**config.mk**
```make
export PLATFORM = sky130hd
export DESIGN_NAME = asc_ctrl
export DESIGN_NICKNAME = d
export VERILOG_FILES = /design/src/verilog/asc_pkg.sv /design/src/verilog/asc_ctrl.sv
export SDC_FILE = /design/constraint.sdc
export NUM_CORES = 1
export LEC_CHECK = 0
export BUFFER_PORTS_ARGS = -buffer_cell sky130_fd_sc_hd__buf_2
export CAP_MARGIN = 20
export CORE_AREA = 2 2 91 115
export CTS_BUF_LIST = sky130_fd_sc_hd__clkbuf_8
export CTS_CLUSTER_SIZE = 20
export DETAILED_ROUTE_END_ITERATION = 7
export DIE_AREA = 0 0 93 117
export GPL_TIMING_DRIVEN = 0
export HOLD_SLACK_MARGIN = 0.03
export PLACE_DENSITY = 0.79
export RECOVER_POWER = 100
export SLEW_MARGIN = 30
export SYNTH_ARGS = -nofsm -noshare
export SYNTH_HDL_FRONTEND = slang
export SYNTH_SLANG_ARGS = --single-unit
```
**constraint.sdc**
```tcl
create_clock -name i_clk -period 3.7 [get_ports i_clk]
set_input_delay 0.185 -clock i_clk [delete_from_list [all_inputs] [get_ports i_clk]]
set_output_delay 0.185 -clock i_clk [all_outputs]
set_load 0.01 [all_outputs]
```
**src/verilog/asc_pkg.sv**
```systemverilog
/*
 package for the async sram host controller: geometry, timing counts,
 request and pin bundle types. assumes a 250 mhz system clock.
*/
package asc_pkg;
    localparam int ADDR_W = 18;
    localparam int DATA_W = 16;
    localparam int LANE_W = 8;
    localparam int CLK_PERIOD_PS = 4000;
    // cycle and access time of the memory
    localparam int T_CYCLE_NS = 45;
    localparam int CYC_ACCESS = (T_CYCLE_NS * 1000 + CLK_PERIOD_PS - 1)
        / CLK_PERIOD_PS;
    // write pulse width, least
    localparam int T_WP_NS = 35;
    localparam int CYC_WP = (T_WP_NS * 1000 + CLK_PERIOD_PS - 1)
        / CLK_PERIOD_PS;
    // output disable to high-z, longest; bus turnaround guard
    localparam int T_HZ_NS = 18;
    localparam int CYC_HZ = (T_HZ_NS * 1000 + CLK_PERIOD_PS - 1)
        / CLK_PERIOD_PS;
    // retention_recovery_time
    localparam int T_RECOVERY_MS = 5;
    // divide first: picoseconds per 5 ms overflow a 32-bit int
    localparam int CYC_RECOVERY = T_RECOVERY_MS
        * (1000 * 1000 * 1000 / CLK_PERIOD_PS);
    localparam int CNT_W = 24;

    typedef struct packed {
        logic write;
        logic [ADDR_W-1:0] word_address;
        logic [DATA_W-1:0] data;
        logic [1:0] lane_en;
    } asc_req_t;

    typedef struct packed {
        logic chip_select_low_active;
        logic chip_select_high_active;
        logic write_enable_n;
        logic output_enable_n;
        logic lower_lane_select_n;
        logic upper_lane_select_n;
        logic [ADDR_W-1:0] word_address;
    } asc_pins_t;
endpackage : asc_pkg

```
**src/verilog/asc_ctrl.sv**
```systemverilog
/*
 host controller for a 262144 x 16 asynchronous static ram.
 assumes the memory pins are wired directly; the bench resolves the shared
 data bus from o_data_oe and the memory's own drive. inputs synchronous.
*/
// Contract
// RL1: memory keeps 262144 sixteen-bit words; reads return last written data.
// RL2: one word chosen by the 18-bit word_address per access.
// RL3: lanes are bits 7:0 and 15:8, each gated by its select.
// RL4: standby when a chip select is inactive or both lane selects high.
// RL5: read drives only lanes whose select is low.
// RL6: write takes data on selected lanes, output enable ignored.
// RL7: output enable high with write enable high: lanes idle, no write.
// RL8: write starts when chip selects, write enable and a lane all active.
// RL9: data captured only during overlap of all write controls.
// RL10: write ends when any qualifying control goes inactive.
// RL11: host drives data only after write enable disables memory outputs.
// RL12: data lanes shared and bidirectional, released when no read.
// RL13: read and write cycles last at least 45 ns.
// RL14: deasserted high chip select gates off all other input buffers.
// RL15: retention by high chip select low lets other inputs float.
// RL16: retention by low chip select keeps high chip select firm.
// RL17: wait at least 5 ms after retention before any access.
// RL18: address held stable from write start to write end.
// RL19: standby and retention cause no write; contents preserved.
`timescale 1ns/1ps
module asc_ctrl #(
    parameter int RECOVERY_CYCLES = asc_pkg::CYC_RECOVERY
) (
    // clock and reset
    input wire logic i_clk,
    input wire logic i_arst_n,
    // request port
    input wire logic i_req_valid,
    input wire asc_pkg::asc_req_t i_req,
    output logic o_req_ready,
    output logic o_rd_valid,
    output logic [asc_pkg::DATA_W-1:0] o_rd_data,
    // retention control
    input wire logic i_retain,
    output logic o_retaining,
    // memory pins
    output asc_pkg::asc_pins_t o_pins,
    output logic [asc_pkg::DATA_W-1:0] o_data_out,
    output logic [1:0] o_data_oe,
    input wire logic [asc_pkg::DATA_W-1:0] i_data_in
);
    typedef enum logic [2:0] {
        ST_IDLE, ST_READ, ST_WSETUP, ST_WPULSE, ST_WEND, ST_RETAIN,
        ST_RECOVER
    } asc_state_t;

    // one cycle beyond the access time: the pins lag the state by a register
    localparam logic [asc_pkg::CNT_W-1:0] ACC_LAST =
        asc_pkg::CNT_W'(asc_pkg::CYC_ACCESS);
    localparam logic [asc_pkg::CNT_W-1:0] WP_LAST =
        asc_pkg::CNT_W'(asc_pkg::CYC_WP - 1);
    localparam logic [asc_pkg::CNT_W-1:0] HZ_LAST =
        asc_pkg::CNT_W'(asc_pkg::CYC_HZ - 1);
    localparam logic [asc_pkg::CNT_W-1:0] REC_LAST =
        asc_pkg::CNT_W'(RECOVERY_CYCLES - 1);

    asc_state_t state;
    logic [asc_pkg::CNT_W-1:0] cnt;
    logic [asc_pkg::CNT_W-1:0] span;
    logic cnt_done;
    asc_pkg::asc_req_t cur;

    assign cnt_done = (cnt == 0);
    // ready only in idle so retention recovery blocks new accesses
    assign o_req_ready = (state == ST_IDLE) && !i_retain; // [RL17]

    // sequencer
    always_ff @(posedge i_clk or negedge i_arst_n)
    begin
        if (!i_arst_n)
        begin
            state <= ST_IDLE;
            cnt <= '0;
            span <= '0;
        end
        else
        begin
            if (!cnt_done)
                cnt <= cnt - 1'b1;
            if (state != ST_IDLE && state != ST_RETAIN)
                span <= span + 1'b1;
            case (state)
                ST_IDLE:
                    if (i_retain)
                        state <= ST_RETAIN;
                    else if (i_req_valid && i_req.lane_en != 2'b00)
                    begin
                        span <= '0;
                        if (i_req.write)
                        begin
                            // memory outputs need time to release first
                            state <= ST_WSETUP; // [RL11]
                            cnt <= HZ_LAST;
                        end
                        else
                        begin
                            state <= ST_READ;
                            cnt <= ACC_LAST; // [RL13]
                        end
                    end
                ST_READ:
                    if (cnt_done)
                        state <= ST_IDLE;
                ST_WSETUP:
                    if (cnt_done)
                    begin
                        state <= ST_WPULSE;
                        cnt <= WP_LAST;
                    end
                ST_WPULSE:
                    if (cnt_done)
                        state <= ST_WEND;
                ST_WEND:
                    state <= ST_IDLE;
                ST_RETAIN:
                    if (!i_retain)
                    begin
                        state <= ST_RECOVER;
                        cnt <= REC_LAST; // [RL17]
                    end
                ST_RECOVER:
                    if (i_retain)
                        state <= ST_RETAIN;
                    else if (cnt_done)
                        state <= ST_IDLE;
                default:
                    state <= ST_IDLE;
            endcase
        end
    end

    // request capture; address and lanes frozen for the whole access
    always_ff @(posedge i_clk or negedge i_arst_n)
    begin
        if (!i_arst_n)
            cur <= '0;
        else if (state == ST_IDLE && i_req_valid && !i_retain)
            cur <= i_req; // [RL18]
    end

    // pin drive, registered
    always_ff @(posedge i_clk or negedge i_arst_n)
    begin
        if (!i_arst_n)
        begin
            o_pins <= '0;
            o_pins.chip_select_low_active <= 1'b1;
            o_pins.write_enable_n <= 1'b1;
            o_pins.output_enable_n <= 1'b1;
            o_pins.lower_lane_select_n <= 1'b1;
            o_pins.upper_lane_select_n <= 1'b1;
            o_data_out <= '0;
            o_data_oe <= 2'b00;
        end
        else
        begin
            o_pins.word_address <= cur.word_address; // [RL2]
            o_data_out <= cur.data;
            // low chip select alone deselects; high one stays firm
            o_pins.chip_select_high_active <= 1'b1; // [RL16] [RL15]
            o_pins.chip_select_low_active <= !(state == ST_READ
                || state == ST_WSETUP || state == ST_WPULSE); // [RL4]
            o_pins.output_enable_n <= (state != ST_READ); // [RL5] [RL7]
            o_pins.write_enable_n <= !(state == ST_WSETUP
                || state == ST_WPULSE); // [RL8]
            if (state == ST_READ || state == ST_WSETUP
                || state == ST_WPULSE)
            begin
                o_pins.lower_lane_select_n <= !cur.lane_en[0]; // [RL3]
                o_pins.upper_lane_select_n <= !cur.lane_en[1]; // [RL3]
            end
            else
            begin
                // write ends by the lane selects, write enable and low chip select together
                o_pins.lower_lane_select_n <= 1'b1; // [RL10]
                o_pins.upper_lane_select_n <= 1'b1; // [RL10]
            end
            // data held through pulse and one cycle after its end
            if (state == ST_WPULSE || state == ST_WEND)
                o_data_oe <= cur.lane_en; // [RL9] [RL6] [RL12]
            else
                o_data_oe <= 2'b00; // [RL12]
        end
    end

    // read capture at the end of the access time
    always_ff @(posedge i_clk or negedge i_arst_n)
    begin
        if (!i_arst_n)
        begin
            o_rd_valid <= 1'b0;
            o_rd_data <= '0;
        end
        else
        begin
            o_rd_valid <= (state == ST_READ) && cnt_done; // [RL1]
            if (state == ST_READ && cnt_done)
            begin
                o_rd_data[asc_pkg::LANE_W-1:0] <= cur.lane_en[0]
                    ? i_data_in[asc_pkg::LANE_W-1:0] : '0;
                o_rd_data[asc_pkg::DATA_W-1:asc_pkg::LANE_W] <=
                    cur.lane_en[1]
                    ? i_data_in[asc_pkg::DATA_W-1:asc_pkg::LANE_W] : '0;
            end
        end
    end

    assign o_retaining = (state == ST_RETAIN);
endmodule : asc_ctrl

```
==> tab_implementation.tex <==
\begin{tabular}{lr}
\hline
Metric & Value \\
\hline
\multicolumn{2}{l}{\textbf{Status}} \\
\quad Status & finished with violations \\
\quad Failing checks & capacitance limit, slew limit \\
\multicolumn{2}{l}{\textbf{STA}} \\
\quad Final slew viol count & 73 \\
\quad Hold Violations, Final & 0 \\
\quad Transition time at the pin with the least slew margin & 1730 ps \\
\quad Finish-stage setup viols & 0 \\
\quad Worst clock skew & 15.9 ps \\
\quad Unrepaired setup endpoints after global routing & false \\
\quad Final setup TNS & 0 ps \\
\quad Slew Limit Headroom & -15.2\% \\
\quad Peak Freq & 0.307 GHz \\
\quad Post-route fraction of the period consumed by the critical path & 88.0\% \\
\quad Final min period & 3260 ps \\
\multicolumn{2}{l}{\textbf{Routing}} \\
\quad Count of routing violations after the opening detailed-route iteration & 305 \\
\quad Average routed wire per standard cell & 18.0 microns \\
\quad Routed Antenna Nets & 0 \\
\quad Total iterations of the first detailed-routing run & 5 \\
\quad Vias after detailed routing & 3,712 \\
\quad DRC violation count after routing & 0 \\
\quad Vias per std cell & 5.30 \\
\quad Drt total wl & 12,600 microns \\
\multicolumn{2}{l}{\textbf{CTS}} \\
\quad Clock tree buffer depth & 2 \\
\quad Number of levels in the clock H-tree & 4 \\
\quad Insertion delay to the later sink of the worst-skew pair & 450 ps \\
\quad Clock transition at path regs & 70 ps \\
\quad Total clock buffers created by CTS & 17 \\
\quad Clock root buffer & sky130\_fd\_sc\_hd\_\_clkbuf\_8 \\
\quad Total clock sinks & 122 \\
\quad Post-CTS Setup Inserts & 0 \\
\quad Gates resized, CTS repair & 0 \\
\quad CTS tree & built \\
\multicolumn{2}{l}{\textbf{Worst hold path}} \\
\quad Worst min-delay path category & in -> reg \\
\multicolumn{2}{l}{\textbf{Run}} \\
\quad Reported max-cap violation count & 1 \\
\multicolumn{2}{l}{\textbf{Critical path}} \\
\quad Setup crit end kind & flop \\
\quad Startpoint types & flop \\
\quad Capture point of the critical path & cnt[0]\$\_DFF\_PN0\_ \\
\quad Slack of the worst reg-to-reg path & 440 ps \\
\quad Critical path arrival & 3570 ps \\
\quad Worst-path cell with the longest stage delay & sky130\_fd\_sc\_hd\_\_nor4\_4 \\
\quad Number of cells on the critical path & 10 \\
\quad Required @ worst endpoint & 4010 ps \\
\quad Crit path max fanout & 10 \\
\quad Endpoint of the worst-slack reg-to-reg timing path & cnt[0]\$\_DFF\_PN0\_ \\
\quad Cell family with most CP delay & simple AND/OR/NAND/NOR gates \\
\quad Worst r2r src & cnt[0]\$\_DFF\_PN0\_ \\
\quad Largest stage delay on the critical path & 540 ps \\
\quad Critical path cell sequence & inv\_1 > ha\_1 > or4b\_1 > nor4\_4 > and2\_0 > inv\_1 > clkbuf\_1 > ha\_1 > a21boi\_0 > o21ai\_0 \\
\quad Number of cells on the worst reg-to-reg path & 10 \\
\quad Critical path buffers and inverters & 3 \\
\quad Start point of the critical path & cnt[0]\$\_DFF\_PN0\_ \\
\quad Type of the worst setup path & reg -> reg \\
\multicolumn{2}{l}{\textbf{Power}} \\
\quad Leakage power figure & 2.92 nW \\
\quad Pwr Total & 4.77 mW \\
\quad Sw power & 1.65 mW \\
\quad Clock power share & 27.1\% \\
\quad Peak ir drop on the vdd network & 0.569 mV \\
\quad Sequential group share of total power & 45.5\% \\
\quad Fraction of power spent switching nets & 34.5\% \\
\quad Int Pwr & 3.13 mW \\
\quad Gate power share & 27.3\% \\
\quad Total power divided by cell area & 761 nW/um\^{}2 \\
\multicolumn{2}{l}{\textbf{GRT}} \\
\quad First-pass GRT wire length & 19,900 microns \\
\quad Global-route total usage across every layer & 24.3\% \\
\quad Pin count of the biggest net entering global routing & 73 \\
\quad Number of global-route vias before repair & 3,841 \\
\quad Global route overflow & 0 \\
\quad Initial antenna violation count & 1 \\
\multicolumn{2}{l}{\textbf{Layout}} \\
\quad Ratio of cells with drive above 1 in the final layout & 23.2\% \\
\quad Net count reported at finish & 617 \\
\quad Final Util & 63.7\% \\
\quad Layout-stage area growth over the synthesis result & 30.4\% \\
\quad Commonest non-fill, non-tap cell in the layout & sky130\_fd\_sc\_hd\_\_dfrtp\_1 \\
\quad Most frequent cells in the layout & sky130\_fd\_sc\_hd\_\_dfrtp\_1, sky130\_fd\_sc\_hd\_\_clkbuf\_1, sky130\_fd\_sc\_hd\_\_buf\_2, sky130\_fd\_sc\_hd\_\_dlygate4sd3\_1, sky130\_fd\_sc\_hd\_\_mux2\_2 \\
\quad Design area & 6270 sq um \\
\multicolumn{2}{l}{\textbf{Synth}} \\
\quad Synth Net Count & 444 \\
\quad Yosys cell types & 51 \\
\quad Fraction of the yosys area taken by sequential cells & 63.6\% \\
\quad Share of synthesized registers carrying an async set or reset & 100\% \\
\quad Most instantiated flip-flop cell in the synthesis netlist & sky130\_fd\_sc\_hd\_\_dfrtp\_1 \\
\quad Summed instance area of the synthesized netlist & 4810 sq um \\
\quad Number of register bits inferred by synthesis & 122 \\
\quad Synthesized instance count & 384 \\
\quad Synth top area share & 60.9\% \\
\quad Largest cells by area after synthesis & sky130\_fd\_sc\_hd\_\_dfrtp\_1, sky130\_fd\_sc\_hd\_\_mux2\_2, sky130\_fd\_sc\_hd\_\_dfstp\_2 \\
\quad YS warnings & 0 \\
\quad Post-synthesis area per instance & 12.5 sq um \\
\quad Number of enable-type register cells in the synthesized netlist & 0 \\
\quad Dominant cell type by area after synthesis & sky130\_fd\_sc\_hd\_\_dfrtp\_1 \\
\multicolumn{2}{l}{\textbf{Place}} \\
\quad Number of buffers inserted by port buffering & 117 \\
\quad Post-DP Area & 5590 sq um \\
\quad Sum of net half-perimeters after detailed placement & 7440 microns \\
\quad Global placement routability congestion & 0.908 \\
\multicolumn{2}{l}{\textbf{Floorplanning}} \\
\quad Die span in x & 93 microns \\
\quad Number of rows in the core area & 41 \\
\quad Initial Util & 48.8\% \\
\quad Die H & 117 microns \\
\quad Total Die Area & 10,900 sq um \\
\quad Area inside the core boundary & 9850 sq um \\
\quad Top-level I/O count & 118 \\
\hline
\end{tabular}
-- worst min path at each step --
stage	startpoint	endpoint	slack (ps)	depth (start not counted)
after floorplan	i_arst_n	cnt[0]$_DFF_PN0_	-110	0
after global placement	cur[20]$_DFFE_PN0P_	o_pins[2]$_DFF_PN0_	350	0
after detailed placement	i_arst_n	cnt[19]$_DFF_PN0_	190	1
after CTS	i_req[0]	cur[0]$_DFFE_PN0P_	40	2
after global routing	i_req[0]	cur[0]$_DFFE_PN0P_	50	2
final	i_req[0]	cur[0]$_DFFE_PN0P_	50	2
-- worst reg2reg max path: stages (launching register included) --
cell                       delay (ps)
sky130_fd_sc_hd__dfrtp_1          410
sky130_fd_sc_hd__inv_1            120
sky130_fd_sc_hd__ha_1             170
sky130_fd_sc_hd__or4b_1           530
sky130_fd_sc_hd__nor4_4           540
sky130_fd_sc_hd__and2_0           350
sky130_fd_sc_hd__inv_1            190
sky130_fd_sc_hd__clkbuf_1         300
sky130_fd_sc_hd__ha_1             280
sky130_fd_sc_hd__a21boi_0         160
sky130_fd_sc_hd__o21ai_0          110
-- synth_stat cells (3+ instances only) --
library cell / count
sky130_fd_sc_hd__dfrtp_1: 117
sky130_fd_sc_hd__mux2_2: 36
sky130_fd_sc_hd__nand2_1: 29
sky130_fd_sc_hd__nor2_1: 22
sky130_fd_sc_hd__nor3_1: 21
sky130_fd_sc_hd__a21o_1: 16
sky130_fd_sc_hd__clkbuf_1: 15
sky130_fd_sc_hd__xnor2_1: 15
sky130_fd_sc_hd__a21oi_1: 12
sky130_fd_sc_hd__nor4_1: 8
sky130_fd_sc_hd__o21ai_0: 8
sky130_fd_sc_hd__or4_1: 8
sky130_fd_sc_hd__inv_1: 7
sky130_fd_sc_hd__nand3_1: 7
sky130_fd_sc_hd__dfstp_2: 5
sky130_fd_sc_hd__or3_1: 5
sky130_fd_sc_hd__a31oi_1: 4
sky130_fd_sc_hd__ha_1: 3
sky130_fd_sc_hd__nand2b_1: 3
sky130_fd_sc_hd__nor4b_1: 3
-- stage by stage --
| stage | setup WS, ps | hold WS (ps) | instances |
|---|---|---|---|
| after CTS | 670 | 43.3 | 699 |
| after detailed placement | 696 | 185 | 631 |
| after global routing | 273 | 52.3 | 700 |
| after floorplan | 1170 | -111 | 384 |
| final | 442 | 45.6 | 700 |
| after global placement | 814 | 353 | 630 |
-- power by group through the flow --
stage          Combinational (mW)  Clock, mW  Sequential [mW]
6_report                     1.30       1.29             2.17
3_5_place_dp                 1.30          0             2.14
2_1_floorplan               0.710          0             2.20
3_3_place_gp                 1.25          0             2.11
4_1_cts                      1.35       1.29             2.13
5_1_grt                      1.43       1.37             2.23
-- final cells by class --
class	count	area (sq um)
clock inverters	12	163
flip-flops and latches	122	3060
fillers	731	3580
inverters	8	30.0
clock buffers	20	275
well taps	129	161
repair buffers	154	875
diodes	1	2.50
multi-input cells	235	1620
plain buffers	19	80.1
-- registers in the layout, summed over array words and instances, names as in the netlist --
register	count
cnt	24
cur	36
o_data_oe	2
o_data_out	16
o_pins	24
o_rd_data	16
o_rd_valid	1
state	3
-- layer usage --
layer,vias to the layer above,share of wire [%],wire length [microns],track usage [%]
met4,0,2.1,261,9.90
met2,145,53,6730,42.3
met1,1844,37,4720,27.7
met3,19,7.2,904,8.45
met5,-,0,0,0
li1,1704,-,-,-
-- cell families (layout without fill, tap and decap cells) --
group / Yosys count / after routing / synth area share, %
multiplexers: 36 / 36 / 8.43
flip-flops: 122 / 122 / 63.6
buffers and inverters: 27 / 213 / 2.45
adder cells (fa/ha/maj): 3 / 3 / 0.781
AND/OR/NAND/NOR: 127 / 127 / 14.6
XOR/XNOR: 17 / 17 / 3.10
other: 1 / 2 / 0.0780
AO/OA/AOI/OAI: 51 / 51 / 6.95
-- what timing repair did --
action	in CTS	in global routing
hold buffers	36	0
setup endpoints to repair	0	0
hold endpoints to repair	104	0
(Power assumes the default switching activity.)
